## config.mk

```make
export PLATFORM = sky130hd
export DESIGN_NAME = afc_regs
export DESIGN_NICKNAME = d
export VERILOG_FILES = /design/src/design/afc_pkg.sv /design/src/design/afc_i2c.sv /design/src/design/afc_regs.sv /design/src/design/afc_sync.sv
export SDC_FILE = /design/constraint.sdc
export NUM_CORES = 1
export LEC_CHECK = 0
export ABC_AREA = 1
export BUFFER_PORTS_ARGS = -buffer_cell sky130_fd_sc_hd__buf_2
export CAP_MARGIN = 20
export CELL_PAD_IN_SITES_DETAIL_PLACEMENT = 0
export CELL_PAD_IN_SITES_GLOBAL_PLACEMENT = 2
export CORE_MARGIN = 5
export CORE_UTILIZATION = 39
export CTS_CLUSTER_DIAMETER = 40
export DETAILED_ROUTE_END_ITERATION = 12
export PLACE_DENSITY = 0.83
export REMOVE_ABC_BUFFERS = 1
export SLEW_MARGIN = 25
export SYNTH_ARGS = -nofsm -noshare
export SYNTH_HDL_FRONTEND = slang
export SYNTH_SLANG_ARGS = --single-unit
```

## constraint.sdc

```tcl
create_clock -name clk_i -period 2.75 [get_ports clk_i]
set_clock_uncertainty 0.05 [all_clocks]
set_input_delay 0.4125 -clock clk_i [delete_from_list [all_inputs] [get_ports clk_i]]
set_output_delay 0.4125 -clock clk_i [all_outputs]
set_load 0.02 [all_outputs]
```

## src/design/afc_pkg.sv

```systemverilog
// shared constants for the amplifier fault, status and control register bank
package afc_pkg;
  localparam logic [6:0] DEV_ADDR     = 7'h6c;  // write byte d8, read byte d9
  localparam logic [7:0] OFS_FAULT    = 8'h01;
  localparam logic [7:0] OFS_STATUS   = 8'h02;
  localparam logic [7:0] OFS_CONTROL  = 8'h03;
  localparam logic [7:0] FAULT_RST    = 8'h00;
  localparam logic [7:0] STATUS_RST   = 8'h00;
  localparam logic [7:0] CONTROL_RST  = 8'h78;
  // fault register bit positions
  localparam int FB_DIAG = 2;
  localparam int FB_OC   = 3;
  localparam int FB_UV   = 4;
  localparam int FB_OV   = 5;
  localparam int FB_DC   = 6;
  localparam int FB_OT   = 7;
  // status register bit positions
  localparam int SB_SHORT_SUP  = 0;
  localparam int SB_SHORT_GND  = 1;
  localparam int SB_OPEN       = 2;
  localparam int SB_SHORT_LOAD = 3;
  localparam int SB_FAULT      = 4;
  localparam int SB_DIAG       = 5;
  localparam int SB_MUTE       = 6;
  localparam int SB_PLAY       = 7;
  // control register fields
  localparam int CB_FREQ   = 0;
  localparam int CB_LIM_LO = 3;
  localparam int CB_GAIN_LO = 6;
  localparam logic [2:0] LIM_OFF = 3'h7;
  // bus ready delay after standby release
  localparam int  CLK_HZ       = 50_000_000;
  localparam int  READY_US     = 1000;
  localparam int  READY_CYCLES = READY_US * (CLK_HZ / 1_000_000);
  typedef enum logic [1:0] {
    AFC_MODE_STANDBY = 2'b00,
    AFC_MODE_DIAG    = 2'b01,
    AFC_MODE_FAULT   = 2'b10,
    AFC_MODE_PLAY    = 2'b11
  } afc_mode_t;
endpackage : afc_pkg

```

## src/design/afc_i2c.sv

```systemverilog
// byte-level bus slave: address match, pointer, reads and writes
`timescale 1ns/10ps
`default_nettype none
module afc_i2c (
  input  wire logic       clk_i,
  input  wire logic       nrst_i,
  input  wire logic       en_i,
  input  wire logic       active_i,
  input  wire logic       scl_i,
  input  wire logic       sda_i,
  input  wire logic [7:0] rdata_i,
  output logic            sda_oe_o,
  output logic      [7:0] ptr_o,
  output logic            wr_o,
  output logic      [7:0] wdata_o,
  output logic            rd_o
);
  typedef enum logic [2:0] {
    AFC_ST_IDLE = 3'b000,
    AFC_ST_ADDR = 3'b001,
    AFC_ST_AACK = 3'b010,
    AFC_ST_RX   = 3'b011,
    AFC_ST_RACK = 3'b100,
    AFC_ST_TX   = 3'b101,
    AFC_ST_TACK = 3'b110
  } afc_i2c_st_t;
  afc_i2c_st_t st_q, st_d;
  logic [7:0] sh_q, sh_d;
  logic [3:0] cnt_q, cnt_d;
  logic [7:0] ptr_q, ptr_d;
  logic       first_q, first_d, rdir_q, rdir_d;
  logic       oe_q, oe_d, wr_q, wr_d, rd_q, rd_d;
  logic       scl_p_q, sda_p_q;
  logic       rise, fall, start_c, stop_c;
  assign rise    = scl_i & ~scl_p_q;
  assign fall    = ~scl_i & scl_p_q;
  assign start_c = scl_i & scl_p_q & sda_p_q & ~sda_i;
  assign stop_c  = scl_i & scl_p_q & ~sda_p_q & sda_i;
  // bit sequencer; scl edges are found from the sampled pin
  always_comb begin
    st_d = st_q; sh_d = sh_q; cnt_d = cnt_q; ptr_d = ptr_q;
    first_d = first_q; rdir_d = rdir_q; oe_d = oe_q; wr_d = 1'b0; rd_d = 1'b0;
    if (!active_i || stop_c) begin
      st_d = AFC_ST_IDLE; oe_d = 1'b0;
    end else if (start_c) begin
      st_d = AFC_ST_ADDR; cnt_d = 4'h0; oe_d = 1'b0;
    end else begin
      unique case (st_q)
        AFC_ST_IDLE: ;
        AFC_ST_ADDR, AFC_ST_RX: begin
          if (rise) begin
            sh_d = {sh_q[6:0], sda_i};
            cnt_d = cnt_q + 4'h1;
          end
          if (fall && cnt_q == 4'h8) begin
            if (st_q == AFC_ST_ADDR) begin
              // only the fixed address answers
              if (sh_q[7:1] == afc_pkg::DEV_ADDR) begin
                st_d = AFC_ST_AACK; oe_d = 1'b1;
                rdir_d = sh_q[0]; first_d = 1'b1;
              end else st_d = AFC_ST_IDLE;
            end else begin
              st_d = AFC_ST_RACK; oe_d = 1'b1;
              if (first_q) ptr_d = sh_q;
              else wr_d = 1'b1; // data byte itself is captured in wd_q
            end
          end
        end
        AFC_ST_AACK, AFC_ST_RACK: if (fall) begin
          cnt_d = 4'h0;
          if (st_q == AFC_ST_AACK && rdir_q) begin
            st_d = AFC_ST_TX; sh_d = rdata_i; rd_d = 1'b1;
            oe_d = ~rdata_i[7];
          end else begin
            if (st_q == AFC_ST_RACK) begin
              if (!first_q) ptr_d = ptr_q + 8'h01; // write pointer steps too
              first_d = 1'b0;
            end
            st_d = AFC_ST_RX; oe_d = 1'b0;
          end
        end
        AFC_ST_TX: begin
          if (fall) begin
            cnt_d = cnt_q + 4'h1;
            sh_d = {sh_q[6:0], 1'b0};
            if (cnt_q == 4'h7) begin
              st_d = AFC_ST_TACK; oe_d = 1'b0;
            end else oe_d = ~sh_q[6];
          end
        end
        AFC_ST_TACK: if (rise) begin
          if (sda_i) st_d = AFC_ST_IDLE; // nack ends the read
          else begin
            // pointer steps after each byte sent that the master acks
            ptr_d = ptr_q + 8'h01;
            st_d = AFC_ST_AACK;
          end
        end
        default: st_d = AFC_ST_IDLE;
      endcase
    end
  end
  logic [7:0] wd_q;
  // captured data byte of a write
  always_ff @(posedge clk_i or negedge nrst_i) begin
    if (!nrst_i) wd_q <= 8'h00;
    else if (en_i && st_q == AFC_ST_RX && fall && cnt_q == 4'h8) wd_q <= sh_q;
  end
  // state, strobe and sampled pin registers
  always_ff @(posedge clk_i or negedge nrst_i) begin
    if (!nrst_i) begin
      st_q <= AFC_ST_IDLE; sh_q <= 8'h00; cnt_q <= 4'h0; ptr_q <= 8'h00;
      first_q <= 1'b0; rdir_q <= 1'b0; oe_q <= 1'b0; wr_q <= 1'b0;
      rd_q <= 1'b0; scl_p_q <= 1'b1; sda_p_q <= 1'b1;
    end else if (en_i) begin
      st_q <= st_d; sh_q <= sh_d; cnt_q <= cnt_d; ptr_q <= ptr_d;
      first_q <= first_d; rdir_q <= rdir_d; oe_q <= oe_d; wr_q <= wr_d;
      rd_q <= rd_d; scl_p_q <= scl_i; sda_p_q <= sda_i;
    end
  end
  assign sda_oe_o = oe_q;
  assign ptr_o    = ptr_q;
  assign wr_o     = wr_q;
  assign wdata_o  = wd_q;
  assign rd_o     = rd_q;
endmodule : afc_i2c
`default_nettype wire

```

## src/design/afc_regs.sv

```systemverilog
// amplifier fault, status and control register bank with mode logic
`timescale 1ns/10ps
`default_nettype none
module afc_regs #(
  parameter int READY_CYCLES = afc_pkg::READY_CYCLES
) (
  input  wire logic       clk_i,
  input  wire logic       nrst_i,
  input  wire logic       en_i,
  input  wire logic       scl_i,
  input  wire logic       sda_i,
  input  wire logic       standby_n_i,
  input  wire logic       mute_i,
  input  wire logic [5:0] fault_ev_i,
  input  wire logic [3:0] diag_ev_i,
  input  wire logic       diag_done_i,
  output logic            sda_o,
  output logic            sda_oe_o,
  output logic            fault_n_o,
  output logic            fault_n_oe_o,
  output logic      [1:0] mode_o,
  output logic            float_o,
  output logic            rerun_diag_o,
  output logic      [1:0] gain_o,
  output logic      [2:0] limit_o,
  output logic            freq_500k_o
);
  logic [13:0] pins_s;
  logic        scl_s, sda_s, stby_s, mute_s;
  logic [5:0]  fev_s;
  logic [3:0]  dev_s;
  logic        ddone_s;
  afc_sync #(.W(14)) u_sync (
    .clk_i  (clk_i),
    .nrst_i (nrst_i),
    .en_i   (en_i),
    .d_i    ({scl_i, sda_i, standby_n_i, mute_i, fault_ev_i, diag_ev_i}),
    .q_o    (pins_s)
  );
  assign {scl_s, sda_s, stby_s, mute_s, fev_s, dev_s} = pins_s;
  assign ddone_s = diag_done_i; // same clock domain

  // ready counter after standby release
  logic [19:0] rdy_cnt_q, rdy_cnt_d;
  logic        ready;
  always_comb begin
    rdy_cnt_d = rdy_cnt_q;
    if (!stby_s) rdy_cnt_d = 20'h00000;
    else if (rdy_cnt_q != 20'(READY_CYCLES)) rdy_cnt_d = rdy_cnt_q + 20'h1;
  end
  always_ff @(posedge clk_i or negedge nrst_i) begin
    if (!nrst_i) rdy_cnt_q <= 20'h00000;
    else if (en_i) rdy_cnt_q <= rdy_cnt_d;
  end
  assign ready = stby_s && rdy_cnt_q == 20'(READY_CYCLES);

  // bus slave, held off in standby and until ready
  logic [7:0] ptr, wdata, rdata;
  logic       wr, rd, oe_bus;
  afc_i2c u_i2c (
    .clk_i    (clk_i),
    .nrst_i   (nrst_i),
    .en_i     (en_i),
    .active_i (ready),
    .scl_i    (scl_s),
    .sda_i    (sda_s),
    .rdata_i  (rdata),
    .sda_oe_o (oe_bus),
    .ptr_o    (ptr),
    .wr_o     (wr),
    .wdata_o  (wdata),
    .rd_o     (rd)
  );

  logic [7:0] fault_q, fault_d, ctrl_q, ctrl_d, stat_q, stat_d;
  logic       diag_q, diag_d;
  logic [7:0] cause;
  assign cause = {fev_s, 2'b00};
  // latched faults: events set, reading clears only gone causes
  always_comb begin
    fault_d = fault_q;
    if (rd && ptr == afc_pkg::OFS_FAULT) fault_d = 8'h00;
    fault_d = fault_d | cause;  // set wins over clear
    ctrl_d = ctrl_q;
    if (wr && ptr == afc_pkg::OFS_CONTROL) ctrl_d = wdata;
  end

  // mode selection and diagnostic sequencing
  afc_pkg::afc_mode_t mode_d, mode_q;
  logic any_fault, short_res;
  assign any_fault = |fev_s;
  assign short_res = |dev_s[3:0] & ~dev_s[afc_pkg::SB_OPEN] | dev_s[3]
                     | dev_s[1] | dev_s[0];
  always_comb begin
    diag_d = diag_q;
    if (!stby_s) diag_d = 1'b1;
    else if (ddone_s) diag_d = short_res; // rerun on short
    if (!stby_s) mode_d = afc_pkg::AFC_MODE_STANDBY;
    else if (diag_q) mode_d = afc_pkg::AFC_MODE_DIAG;
    else if (any_fault) mode_d = afc_pkg::AFC_MODE_FAULT;
    else if (mute_s) mode_d = afc_pkg::AFC_MODE_FAULT;
    else mode_d = afc_pkg::AFC_MODE_PLAY;
    stat_d = afc_pkg::STATUS_RST;
    stat_d[3:0] = dev_s;
    stat_d[afc_pkg::SB_FAULT] = mode_d == afc_pkg::AFC_MODE_FAULT && any_fault;
    stat_d[afc_pkg::SB_DIAG]  = mode_d == afc_pkg::AFC_MODE_DIAG;
    stat_d[afc_pkg::SB_MUTE]  = mode_d == afc_pkg::AFC_MODE_FAULT && !any_fault;
    stat_d[afc_pkg::SB_PLAY]  = mode_d == afc_pkg::AFC_MODE_PLAY;
  end

  // read data mux
  always_comb begin
    unique case (ptr)
      afc_pkg::OFS_FAULT:   rdata = fault_q;
      afc_pkg::OFS_STATUS:  rdata = stat_q;
      afc_pkg::OFS_CONTROL: rdata = ctrl_q;
      default:              rdata = 8'h00;
    endcase
  end

  logic rerun_q;
  always_ff @(posedge clk_i or negedge nrst_i) begin
    if (!nrst_i) begin
      fault_q <= afc_pkg::FAULT_RST;
      ctrl_q  <= afc_pkg::CONTROL_RST;
      stat_q  <= afc_pkg::STATUS_RST;
      diag_q  <= 1'b0;
      mode_q  <= afc_pkg::AFC_MODE_STANDBY;
      rerun_q <= 1'b0;
    end else if (en_i) begin
      fault_q <= stby_s ? fault_d : afc_pkg::FAULT_RST;
      ctrl_q  <= stby_s ? ctrl_d : afc_pkg::CONTROL_RST;
      stat_q  <= stat_d;
      diag_q  <= diag_d;
      mode_q  <= mode_d;
      rerun_q <= ddone_s & short_res;
    end
  end

  // output registers
  logic flt_q, flo_q, sdaoe_q;
  always_ff @(posedge clk_i or negedge nrst_i) begin
    if (!nrst_i) begin
      flt_q <= 1'b0; flo_q <= 1'b1; sdaoe_q <= 1'b0;
    end else if (en_i) begin
      flt_q   <= any_fault | (diag_q & short_res);
      // a shorted result floats the output even while diagnosing
      flo_q   <= mode_d != afc_pkg::AFC_MODE_PLAY &&
                 (mode_d != afc_pkg::AFC_MODE_DIAG || short_res);
      sdaoe_q <= oe_bus;
    end
  end
  assign sda_o        = 1'b0;
  assign sda_oe_o     = sdaoe_q;
  assign fault_n_o    = 1'b0;
  assign fault_n_oe_o = flt_q;
  assign mode_o       = mode_q;
  assign float_o      = flo_q;
  assign rerun_diag_o = rerun_q;
  assign gain_o       = ctrl_q[7:6];
  assign limit_o      = ctrl_q[5:3];
  assign freq_500k_o  = ctrl_q[afc_pkg::CB_FREQ];

  ctrl_reset_a: assert property (@(posedge clk_i) disable iff (!nrst_i)
    !stby_s && en_i |=> ctrl_q == afc_pkg::CONTROL_RST)
    else $error("control not reset in standby");
  fault_hold_a: assert property (@(posedge clk_i) disable iff (!nrst_i)
    en_i && stby_s && fev_s[5] |=> fault_q[7])
    else $error("overtemperature bit not set");
  fault_sticky_a: assert property (@(posedge clk_i) disable iff (!nrst_i)
    en_i && stby_s && fault_q[3] && !(rd && ptr == afc_pkg::OFS_FAULT)
    |=> fault_q[3])
    else $error("fault bit lost without read");
  play_float_a: assert property (@(posedge clk_i) disable iff (!nrst_i)
    mode_q == afc_pkg::AFC_MODE_PLAY |-> !float_o)
    else $error("output floating in play");
  standby_bus_a: assert property (@(posedge clk_i) disable iff (!nrst_i)
    !stby_s && en_i |-> ##2 !sda_oe_o)
    else $error("bus driven in standby");
  fault_pin_a: assert property (@(posedge clk_i) disable iff (!nrst_i)
    en_i && any_fault |=> fault_n_oe_o)
    else $error("fault pin not asserted");
  status_mode_a: assert property (@(posedge clk_i) disable iff (!nrst_i)
    en_i |=> $onehot0(stat_q[7:4]))
    else $error("status mode flags not exclusive");
  reserved_a: assert property (@(posedge clk_i) disable iff (!nrst_i)
    fault_q[1:0] == 2'b00)
    else $error("reserved fault bits set");
endmodule : afc_regs
`default_nettype wire

```

## src/design/afc_sync.sv

```systemverilog
// two flip-flop synchroniser for a bundle of pin inputs
`timescale 1ns/10ps
`default_nettype none
module afc_sync #(
  parameter int W = 1
) (
  input  wire logic         clk_i,
  input  wire logic         nrst_i,
  input  wire logic         en_i,
  input  wire logic [W-1:0] d_i,
  output logic      [W-1:0] q_o
);
  logic [W-1:0] s1_q;
  logic [W-1:0] s2_q;
  // first stage feeds only the second
  always_ff @(posedge clk_i or negedge nrst_i) begin
    if (!nrst_i) begin
      s1_q <= '0;
      s2_q <= '0;
    end else if (en_i) begin
      s1_q <= d_i;
      s2_q <= s1_q;
    end
  end
  assign q_o = s2_q;
endmodule : afc_sync
`default_nettype wire
```

Word level (Yosys, flattened, before mapping). Index checks and enable logic that the tools add are counted.

Output and inout port bits: 14. Logic and storage cells: 204. Register bits after elaboration: 117.

Reductions and logical operators: 35. Equality and inequality tests: 46. Add/sub/neg operators: 3. Muxes and demuxes: 72. Bitwise logic cells: 24.

Operator list (number): $mux W8 (17); $pmux W8 S3 (3); $mux W20 (2); $mux W1 (29); $mux W3 (9); $ne A2 B1 Y1 const B (11); $add A20 B1 Y20 const B (1); $eq A20 B16 Y1 const B (1); $ne A20 B16 Y1 const B (1); $ne A4 B1 Y1 const B (5); $eq A8 B2 Y1 const B (2); $mux W4 (4); $ne A2 B2 Y1 const B (8); $pmux W3 S5 (1); $reduce_and A7 Y1 (2); $reduce_and A13 Y1 (1); $ne A3 B1 Y1 const B (4); $pmux W4 S3 (1); $reduce_and A6 Y1 (2); $logic_and A1 B1 Y1 (11); $and A1 B1 Y1 (10); $reduce_and A10 Y1 (1); $eq A3 B3 Y1 const B (3); $not A1 Y1 (9); 28 further kinds (42).

Logic depth before layout (Yosys ltp). Gate-level depths: netlist of the first run.

Word-level depth: 8. Mapped depth: 12. Gate-level depth less buffers: 12.

Hierarchy. A second synthesis of the first run with hierarchy kept.

Cells, all modules: 890. Area total of the unflattened synthesis: 6533.8 µm².

By module, submodules not included: afc_regs (sequential area each 1232.4 µm², cells an instance 405, area an instance 2879.0 µm², times used 1); afc_i2c (sequential area each 953.4 µm², cells an instance 367, area an instance 2566.2 µm², times used 1); afc_sync (sequential area each 700.7 µm², cells an instance 118, area an instance 1088.5 µm², times used 1).

Worst setup path before layout of the first run. Ideal clock, no wire load.

Path kind: reg-to-reg. Start point: register u_i2c.scl_p_q. End point: register u_i2c.wd_q[2] (netlist: u_i2c.wdata_o[2]). Arrival: 1561 ps. Cell stages (with the launch flop): 11. Path slack: 1019 ps. Clock period less this slack: 1731 ps. Setup time: 119 ps. Buffers on the path: 2. Path through: dfstp_2 inv_1 nor2_2 inv_1 nor2_1 nand2_1 or2_1 clkbuf_1 buf_6 nand2_1 o21ai_2.

Word-level cells in the longest chain between the ends: 3.

RTL lines: from (decl) (RTL line afc_i2c.sv:33) `logic scl_p_q, sda_p_q;`; from (signal assigned) (RTL line afc_i2c.sv:118) `rd_q <= rd_d; scl_p_q <= scl_i; sda_p_q <= sda_i;`; $and A1 B1 Y1 (RTL line afc_i2c.sv:36) `assign fall = ~scl_i & scl_p_q;`; $logic_and A1 B1 Y1 (2 in series) (RTL line afc_i2c.sv:107) `else if (en_i && st_q == AFC_ST_RX && fall && cnt_q == 4'h8) wd_q <= sh_q;`; to (signal assigned) (RTL line afc_i2c.sv:107); to (decl) (RTL line afc_i2c.sv:103) `logic [7:0] wd_q;`.

No other way between the ends. A chain may end at the register's enable or synchronous reset.

Worst setup path in the final report of the first run.
Start point: register u_i2c.ptr_q[4] (netlist: u_i2c.ptr_o[4]). End point: register ctrl_q[0].

Word-level cells in the longest chain between the ends: 4.

RTL lines: from (decl) (RTL line afc_i2c.sv:30) `logic [7:0] ptr_q, ptr_d;`; from (signal assigned) (RTL line afc_i2c.sv:112) `st_q <= AFC_ST_IDLE; sh_q <= 8'h00; cnt_q <= 4'h0; ptr_q <= 8'h00;`; from (signal assigned) (RTL line afc_i2c.sv:116) `st_q <= st_d; sh_q <= sh_d; cnt_q <= cnt_d; ptr_q <= ptr_d;`; $eq A8 B2 Y1 (RTL line afc_regs.sv:85) `if (wr && ptr == afc_pkg::OFS_CONTROL) ctrl_d = wdata;`; $logic_and A1 B1 Y1 (RTL line afc_regs.sv:85); $ne A2 B2 Y1 (no source line); $reduce_and A2 Y1 (no source line); to (signal assigned) (RTL line afc_regs.sv:125) `ctrl_q <= afc_pkg::CONTROL_RST;`; to (signal assigned) (RTL line afc_regs.sv:132) `ctrl_q <= stby_s ? ctrl_d : afc_pkg::CONTROL_RST;`; to (decl) (RTL line afc_regs.sv:75) `logic [7:0] fault_q, fault_d, ctrl_q, ctrl_d, stat_q, stat_d;`.

No other way between the ends.

==> flow_summary.yaml, run 1 <==
pwr:
  p_clk_frac: 0.500
  p_comb_frac: 0.071
  p_leak_nw: 3.59
  switching_share: 0.260
  pwr-share-seq: 0.429
  powerDensity_nw_per_um2: 579
  ir_worst_vdd_mv: 0.445
  power_mw: 4.24
  p_sw_mw: 1.10
  intPower_mw: 3.14
worst_hold_path:
  hold_path.class: "input port to flop"
  hold_end: "u_sync.s1_q[9]$_DFFE_PN0P_"
  worstHoldStart: "fault_ev_i[5]"
  worstHoldPathCells: 3
timing:
  setup_tns_ns: 0
  rsz0062_at_grt: "no"
  fin_crit_sh: 0.790
  slew_headroom: 0.506
  max_freq_ghz: 0.460
  worst_pin_slew_ns: 0.740
  fin_crit_ns: 2.17
  drv_slew: 0
  final-setup-viol-count: 0
  hold_violations: 0
  fin_ws_ns: 0.576
critical_path:
  cp_data_arrival_time_ns: 2.46
  cp_max_fo: 16
  crit_type: "flop to flop"
  r2r-end: "ctrl_q[0]$_DFFE_PN0P_"
  cp.required_ns: 3.04
  rr_worst_depth: 9
  r2r_start: "u_i2c.ptr_o[4]$_DFFE_PN0P_"
  end_kind: "flop"
  worst_setup_path_start_kind: "flop"
  rrSetupSlack_ns: 0.58
detailed_routing:
  drt_iter0_markers: 489
  wl_mm: 16.7
  wire_per_inst_um: 15.1
  wl_met1_mm: 8.19
  drc: 0
  vias_per_cell: 4.99
  first_pass_iters: 5
  route.met3.wl_um: 648
  highest_layer: "met4"
  route.met2.wl_mm: 7.64
  antenna_left: 0
  via_count: 5513
logic_synthesis:
  syn_avg_cell_area_sq_um: 7.62
  netlist_instances: 843
  synth_edf_count: 0
  synth_seq_area_share: 0.450
  syn_area_sq_um: 6420
  synth_top_area_share: 0.421
  synth_top_cell_by_area: "dfrtp_1"
  ys_async_sr_fraction: 1.00
  ys.flop_type: "dfrtp_1"
  synthDistinctLibCells: 47
  ys_seq_elements: 115
  synth_area_leaders: "dfrtp_1, nand2_1, inv_1"
  yosys_warnings: 0
global_routing:
  antenna_found_initial: 0
  first_global_vias: 5409
  overflow: 0
  globalRouteTotalUtil: 0.180
  grt_max_degree: 49
  grt_first_pass_wirelength_mm: 27.8
layout:
  ff_latch_area_sq_um: 2890
  nets: 897
  drive_gt1_frac: 0.145
  diodes: 0
  instances_no_fill: 1104
  multi_input_area_sq_um: 2930
  synthToLayoutAreaGrowth_pct: 14.1
  fillCellCount: 1709
clocking:
  cts_root_buf: "clkbuf_16"
  clk_transition_reported_paths_ns: 0.06
  cts_tree: "built"
  cts_buffers: 17
  worstSkewPairLatency_ns: 0.42
  cts_buffer_depth: 2
  htree_levels: 4
  cts_num_sinks: 115
job:
  maxCapViolCount: 0
floorplan:
  die_h_um: 138
  die-area_sq_um: 19100
  coreArea_sq_um: 16300
  initial_core_util: 0.393
  rows: 47
  die_x_um: 138
  num_io_pins: 32
place:
  portBuffers: 29
  gp_congestion: 0.922
  place_ws_ns: 0.595
  dp_hpwl_mm: 12.3
  dp.cells: 1072
outcome:
  status: "finished, final reports clean"
## cell usage after synthesis, types with 2 or more instances
cell type	n
a21boi_0	2
a21oi_1	12
a21oi_2	2
a31oi_1	2
buf_1	3
buf_2	4
buf_4	9
buf_6	3
clkbuf_1	9
dfrtp_1	108
dfstp_2	7
ha_1	7
inv_1	107
inv_2	12
nand2_1	245
nand2_2	7
nand2_4	2
nand3_1	68
nand3_2	7
nand4_1	22
nor2_1	70
nor2_2	5
nor2_4	3
nor2_8	2
nor3_1	15
nor3b_1	2
o211ai_1	5
o21ai_0	46
o21ai_1	5
o21ai_2	8
o22a_1	4
o22ai_1	9
o31ai_1	5
or2_1	2
xor2_1	12
## power groups by stage
stage | clock (mW) | sequential (mW) | combinational, mW
global route | 2.26 | 1.83 | 0.348
finish | 2.12 | 1.82 | 0.303
CTS | 2.17 | 1.82 | 0.310
detailed placement | 0 | 1.85 | 0.307
global placement | 0 | 1.85 | 0.303
floorplan | 0 | 1.86 | 0.150
## sequential cells by signal (all words and copies together), names as in the netlist, 2 cells and up
register,cells
u_i2c.sh_q,8
ctrl_q,8
u_i2c.wdata_o,8
stat_q,8
rdy_cnt_q,20
u_sync.q_o,14
mode_o,2
u_i2c.st_q,3
fault_q,6
u_i2c.ptr_o,8
u_i2c.cnt_q,4
u_sync.s1_q,14
## per-layer routing
layer  global-route usage  vias up
li1                     -     2764
met5                    0        -
met1                0.253     2599
met4               0.0556        0
met2                0.284      129
met3               0.0338       21
## final cells by class
cell class / count / area share
clock inverters: 13 / 0.0173
multi-input cells: 582 / 0.400
repair buffers: 37 / 0.0304
flip-flops and latches: 115 / 0.394
well taps: 220 / 0.0376
inverters: 119 / 0.0610
clock buffers: 18 / 0.0600
## timing repair
item,CTS,global route
setup buffers,0,0
gates resized for setup,0,0
setup endpoints to repair,0,0
hold buffers,1,0
hold endpoints to repair,41,0
## cell families after synthesis
group,synth area share
fa+ha+maj,0.0136
xor+xnor,0.0164
other cells,0.000584
compound gates,0.0986
flops,0.450
simple gates,0.326
buf+inv,0.0955
## cells in the final DEF (no fill, tap or decap), drive strengths merged, types with 3 or more instances in the layout
cell type  instances
o22a               4
nor2              80
o211ai             5
buf               36
dfrtp            108
dfstp              7
a21boi             3
a21oi             14
nand2            254
o22ai              9
nor3              16
nand4             23
o21ai             59
xor2              12
ha                 7
clkbuf            18
o31ai              6
nand3             76
clkinv             7
inv              123
or2                3
## metrics by stage
step	util	hold slack [ns]	instance area, sq um
2_1_floorplan	-	0.0669	6260
3_3_place_gp	0.413	0.394	6750
3_5_place_dp	0.413	0.404	6750
4_1_cts	0.448	0.126	7320
5_1_grt	0.448	0.119	7320
6_report	0.448	0.140	7320
## critical path: stages, from the launching register on
cell	delay, ns
dfrtp_1	0.42
inv_1	0.09
nand2_1	0.06
nor2_2	0.52
nand2_1	0.18
inv_1	0.14
nand4_1	0.27
inv_1	0.23
nand2_1	0.06
o21ai_0	0.06
## worst max path at each step
stage / startpoint / to / slack, ns
global placement: rdy_cnt_q[1]$_DFFE_PN0P_ / rdy_cnt_q[10]$_DFFE_PN0P_ / 0.25
detailed placement: rdy_cnt_q[1]$_DFFE_PN0P_ / rdy_cnt_q[10]$_DFFE_PN0P_ / 0.59
global route: u_i2c.ptr_o[6]$_DFFE_PN0P_ / ctrl_q[1]$_DFFE_PN0P_ / 0.37
CTS: rdy_cnt_q[1]$_DFFE_PN0P_ / rdy_cnt_q[10]$_DFFE_PN0P_ / 0.58
floorplan: rdy_cnt_q[0]$_DFFE_PN0P_ / rdy_cnt_q[10]$_DFFE_PN0P_ / 0.67
finish: u_i2c.ptr_o[4]$_DFFE_PN0P_ / ctrl_q[0]$_DFFE_PN0P_ / 0.58
(Power assumes the default switching activity.)
==> run 2: changes to the inputs <==
- CORE_UTILIZATION: 39 -> 37
- PLACE_DENSITY: 0.83 -> 0.8
- clock period: 2.75 -> 2.1 ns (I/O delays scaled with it)
==> flow_summary.yaml, run 2 (synthesis results as in run 1) <==
outcome:
  status: "finished, final reports clean"
pwr:
  power_mw: 5.67
  ir_worst_vdd_mv: 0.523
  powerDensity_nw_per_um2: 748
  p_leak_nw: 3.72
floorplan:
  initial_core_util: 0.374
  coreArea_sq_um: 17200
  die_h_um: 142
  rows: 48
  num_io_pins: 32
  die_x_um: 142
  die-area_sq_um: 20100
critical_path:
  worst_setup_path_start_kind: "flop"
  cp_data_arrival_time_ns: 2.19
  crit_type: "flop to flop"
  end_kind: "flop"
  cp_max_fo: 6
  cp.required_ns: 2.36
detailed_routing:
  wire_per_inst_um: 15.2
  wl_mm: 17.2
  route.met3.wl_um: 608
  via_count: 5563
  vias_per_cell: 4.92
  wl_met1_mm: 8.65
  antenna_left: 0
  first_pass_iters: 4
  drc: 0
  drt_iter0_markers: 420
  route.met2.wl_mm: 7.59
  highest_layer: "met4"
clocking:
  cts_buffer_depth: 2
  clk_transition_reported_paths_ns: 0.06
  cts_root_buf: "clkbuf_16"
  cts_num_sinks: 115
  cts_tree: "built"
  htree_levels: 4
  worstSkewPairLatency_ns: 0.42
  cts_buffers: 17
timing:
  rsz0062_at_grt: "no"
  fin_crit_ns: 1.93
  final-setup-viol-count: 0
  hold_violations: 0
  drv_slew: 0
  max_freq_ghz: 0.518
  fin_crit_sh: 0.919
  setup_tns_ns: 0
worst_hold_path:
  hold_path.class: "input port to flop"
place:
  dp_hpwl_mm: 12.9
  gp_congestion: 0.875
  portBuffers: 29
global_routing:
  first_global_vias: 5480
  antenna_found_initial: 0
  grt_first_pass_wirelength_mm: 28.6
  grt_max_degree: 50
  overflow: 0
  globalRouteTotalUtil: 0.182
layout:
  nets: 917
  fillCellCount: 1803
  final_cell_mix: "nand2_1, dfrtp_1, inv_1"
  drive_gt1_frac: 0.171
  regMostFlops: "rdy_cnt_q"
  layout_commonest_cell: "nand2_1"
  diodes: 0
  largest_register_ffs: 20
  synthToLayoutAreaGrowth_pct: 18.1
job:
  maxCapViolCount: 0
[run 2: where the power goes]
part,switching (mW),total (mW),internal [mW]
Combinational,0.286,0.414,0.128
Sequential,0.0559,2.39,2.33
Clock,1.19,2.87,1.69
[run 2: worst max-delay path: stages, from the launching register on]
cell and delay (ns):
dfrtp_1 0.47, nand2_1 0.17, nor2_1 0.13, nand3_1 0.11, nor2_1 0.16, nand4_1 0.28, nor2_1 0.27, nand2_1 0.07
nand2_1 0.06, nand2_1 0.04
[run 2: area by class of cell]
class / instances / area (sq um) / share of cell area
Multi-Input combinational cell: 582 / 2960 / 0.390
Sequential cell: 115 / 2890 / 0.381
Inverter: 119 / 447 / 0.0589
Clock buffer: 17 / 425 / 0.0561
Timing Repair Buffer: 57 / 424 / 0.0559
Tap cell: 225 / 282 / 0.0371
Clock inverter: 15 / 161 / 0.0213
[run 2: routing by layer]
metal,track usage,up-vias
met5,0,-
met4,0.0677,0
met3,0.0404,25
met2,0.274,94
met1,0.258,2639
li1,-,2805
[run 2: final timing paths]
check / from / end / slack, ns / depth (start not counted)
max: rdy_cnt_q[14]$_DFFE_PN0P_ / u_i2c.first_q$_DFFE_PN0P_ / 0.17 / 9
min: fault_ev_i[4] / u_sync.s1_q[8]$_DFFE_PN0P_ / 0.03 / 3
max reg2reg: rdy_cnt_q[14]$_DFFE_PN0P_ / u_i2c.first_q$_DFFE_PN0P_ / 0.17 / 9
min reg2reg: u_sync.s1_q[6]$_DFFE_PN0P_ / u_sync.s1_q[6]$_DFFE_PN0P_ / 0.42 / 2
max in group asynchronous: nrst_i / u_i2c.scl_p_q$_DFFE_PN1P_ / 0.98 / 3
min in group asynchronous: nrst_i / rdy_cnt_q[15]$_DFFE_PN0P_ / 0.35 / 2
[run 2: repair_timing]
item | 4_1_cts | 5_1_grt
resized for setup | 0 | 11
hold buffers | 1 | 0
setup buffers | 0 | 4
endpoints found under the setup margin | 0 | 37
hold endpoints to repair | 30 | 0
[run 2: per-stage QoR]
step                      std cells  hold WS (ns)  setup slack (ns)  utilization  area, sq um
final                          1130        0.0341             0.170        0.441         7580
after global routing           1130        0.0115            0.0109        0.441         7580
after global placement         1092         0.257            0.0550        0.402         6900
after detailed placement       1092         0.261            0.0850        0.402         6900
after floorplan                 816       -0.0306            0.0175            -         6260
after CTS                      1125        0.0162            0.0479        0.437         7500
==> run 3: changes to the inputs <==
- CELL_PAD_IN_SITES_GLOBAL_PLACEMENT: 2 -> 1
- CORE_UTILIZATION: 37 -> 46
- GPL_TIMING_DRIVEN: unset -> 0
- PLACE_DENSITY: 0.8 -> 0.79
==> flow_summary.yaml, run 3 (synthesis results as in run 1) <==
critical_path:
  cp_data_arrival_time_ns: 2.31
  rr_worst_depth: 12
  end_kind: "flop"
  r2r-end: "u_i2c.ptr_o[0]$_DFFE_PN0P_"
  worst_setup_path_start_kind: "flop"
  cp.required_ns: 2.40
  crit_type: "flop to flop"
  rrSetupSlack_ns: 0.1
  cp_max_fo: 7
  r2r_start: "rdy_cnt_q[1]$_DFFE_PN0P_"
clocking:
  htree_levels: 4
  cts_buffers: 17
  cts_tree: "built"
  cts_root_buf: "clkbuf_16"
  clk_transition_reported_paths_ns: 0.06
  cts_buffer_depth: 2
  cts_num_sinks: 115
  worstSkewPairLatency_ns: 0.42
place:
  dpl_cell_area_sq_um: 6660
  dp_hpwl_mm: 11.1
  gp_congestion: 0.868
  portBuffers: 29
global_routing:
  grt_first_pass_wirelength_mm: 26.2
  first_global_vias: 5320
  grtUsageMet3: 0.0471
  antenna_found_initial: 0
  globalRouteTotalUtil: 0.200
  grt_max_degree: 67
  grt_util_met1: 0.282
  top_usage_layer: "met2"
  use_met2: 0.310
  overflow: 0
worst_hold_path:
  worstHoldPathCells: 3
  worstHoldStart: "mute_i"
  hold_path.class: "input port to flop"
  hold_end: "u_sync.s1_q[10]$_DFFE_PN0P_"
timing:
  drv_slew: 0
  hold_violations: 0
  final-setup-viol-count: 0
  setup_tns_ns: 0
  rsz0062_at_grt: "yes"
  fin_crit_sh: 0.954
  max_freq_ghz: 0.499
  worst_pin_slew_ns: 0.680
  slew_headroom: 0.542
  fin_crit_ns: 2.00
layout:
  largest_register_ffs: 20
  drive_gt1_frac: 0.154
  regMostFlops: "rdy_cnt_q"
  layout_commonest_cell: "nand2_1"
  finalInstanceArea_sq_um: 7350
  fillCellCount: 1348
  diodes: 0
  synthToLayoutAreaGrowth_pct: 14.6
  nets: 897
  final_cell_mix: "nand2_1, dfrtp_1, inv_1"
pwr:
  power_mw: 5.54
  powerDensity_nw_per_um2: 753
  ir_worst_vdd_mv: 0.536
  p_leak_nw: 3.59
detailed_routing:
  wl_mm: 15.4
  wire_per_inst_um: 14.5
  antenna_left: 0
  first_pass_iters: 6
  vias_per_cell: 5.19
  drt_iter0_markers: 376
  via_count: 5528
  drc: 0
outcome:
  status: "finished, final reports clean"
floorplan:
  rows: 43
  initial_core_util: 0.466
  die_x_um: 128
  coreArea_sq_um: 13800
  die-area_sq_um: 16400
  die_h_um: 128
  num_io_pins: 32
job:
  maxCapViolCount: 0
==> run 3: changes by cell type in the layout (fill, tap and decap cells not counted), moves of 4 or more <==
cell      previous run  this run
buf_12               5         0
buf_4               21         7
clkbuf_1             0         5
clkinv_2             0         4
inv_6                6         0
inv_8                5         0
==> run 3: per-stage QoR <==
| step | setup slack, ns | hold slack (ns) | instances | utilization |
|---|---|---|---|---|
| floorplan | 0.0175 | -0.0306 | 816 | - |
| global placement | -1.28 | 0.401 | 1025 | 0.481 |
| detailed placement | -0.968 | 0.265 | 1026 | 0.484 |
| CTS | 0.0139 | 0.0311 | 1061 | 0.528 |
| global route | -0.00178 | 0.0429 | 1065 | 0.534 |
| finish | 0.0959 | 0.0460 | 1065 | 0.534 |
==> run 3: power breakdown <==
group | switching, mW | internal (mW) | total, mW
clock network | 1.01 | 1.73 | 2.74
registers | 0.0593 | 2.33 | 2.39
logic | 0.281 | 0.126 | 0.407
total | 1.35 | 4.19 | 5.54
==> run 3: timing repair <==
item / 4_1_cts / 5_1_grt
buffers inserted: 2 / 4
pin swaps: 1 / 5
cloned: 0 / 0
setup endpoints to repair: 58 / 51
endpoints found under the hold margin: 48 / 0
hold buffers: 1 / 0
resized for setup: 8 / 15
==> run 3: final cells by class <==
cell class	count	area, sq um	area share
clock buffer	22	444	0.0604
clock inverter	10	111	0.0151
inverter	119	449	0.0611
multi-input combinational	582	3000	0.408
sequential	115	2890	0.393
tap	180	225	0.0306
timing repair buffer	37	236	0.0322
==> run 3: how the worst max path moves through the flow <==
stage / start / end / slack [ns] / cells after the start
final: rdy_cnt_q[1]$_DFFE_PN0P_ / u_i2c.ptr_o[0]$_DFFE_PN0P_ / 0.1 / 12
after global routing: u_i2c.ptr_o[1]$_DFFE_PN0P_ / u_i2c.sh_q[4]$_DFFE_PN0P_ / -0.002 / 10
after CTS: u_i2c.scl_p_q$_DFFE_PN1P_ / u_i2c.wdata_o[4]$_DFFE_PN0P_ / 0.01 / 8
after detailed placement: en_i / rdy_cnt_q[10]$_DFFE_PN0P_ / -0.97 / 6
after global placement: en_i / rdy_cnt_q[10]$_DFFE_PN0P_ / -1.28 / 6
after floorplan: rdy_cnt_q[0]$_DFFE_PN0P_ / rdy_cnt_q[10]$_DFFE_PN0P_ / 0.02 / 10
==> run 3: metal layers <==
metal	routed length [um]	vias up
met5	0	-
met1	7480	2614
met4	270	0
met2	6900	126
li1	-	2762
met3	786	26
==> run 3: worst max-delay path, stage by stage, from the launching register on <==
cell and delay, ns:
dfrtp_1 0.40, inv_1 0.14, ha_4 0.16, nand2_1 0.06
nor2_1 0.08, nand3_1 0.13, nor2_4 0.28, nand3_4 0.16
nor2_8 0.20, nand2_4 0.09, nand2_1 0.09, nand2_1 0.05
inv_1 0.05
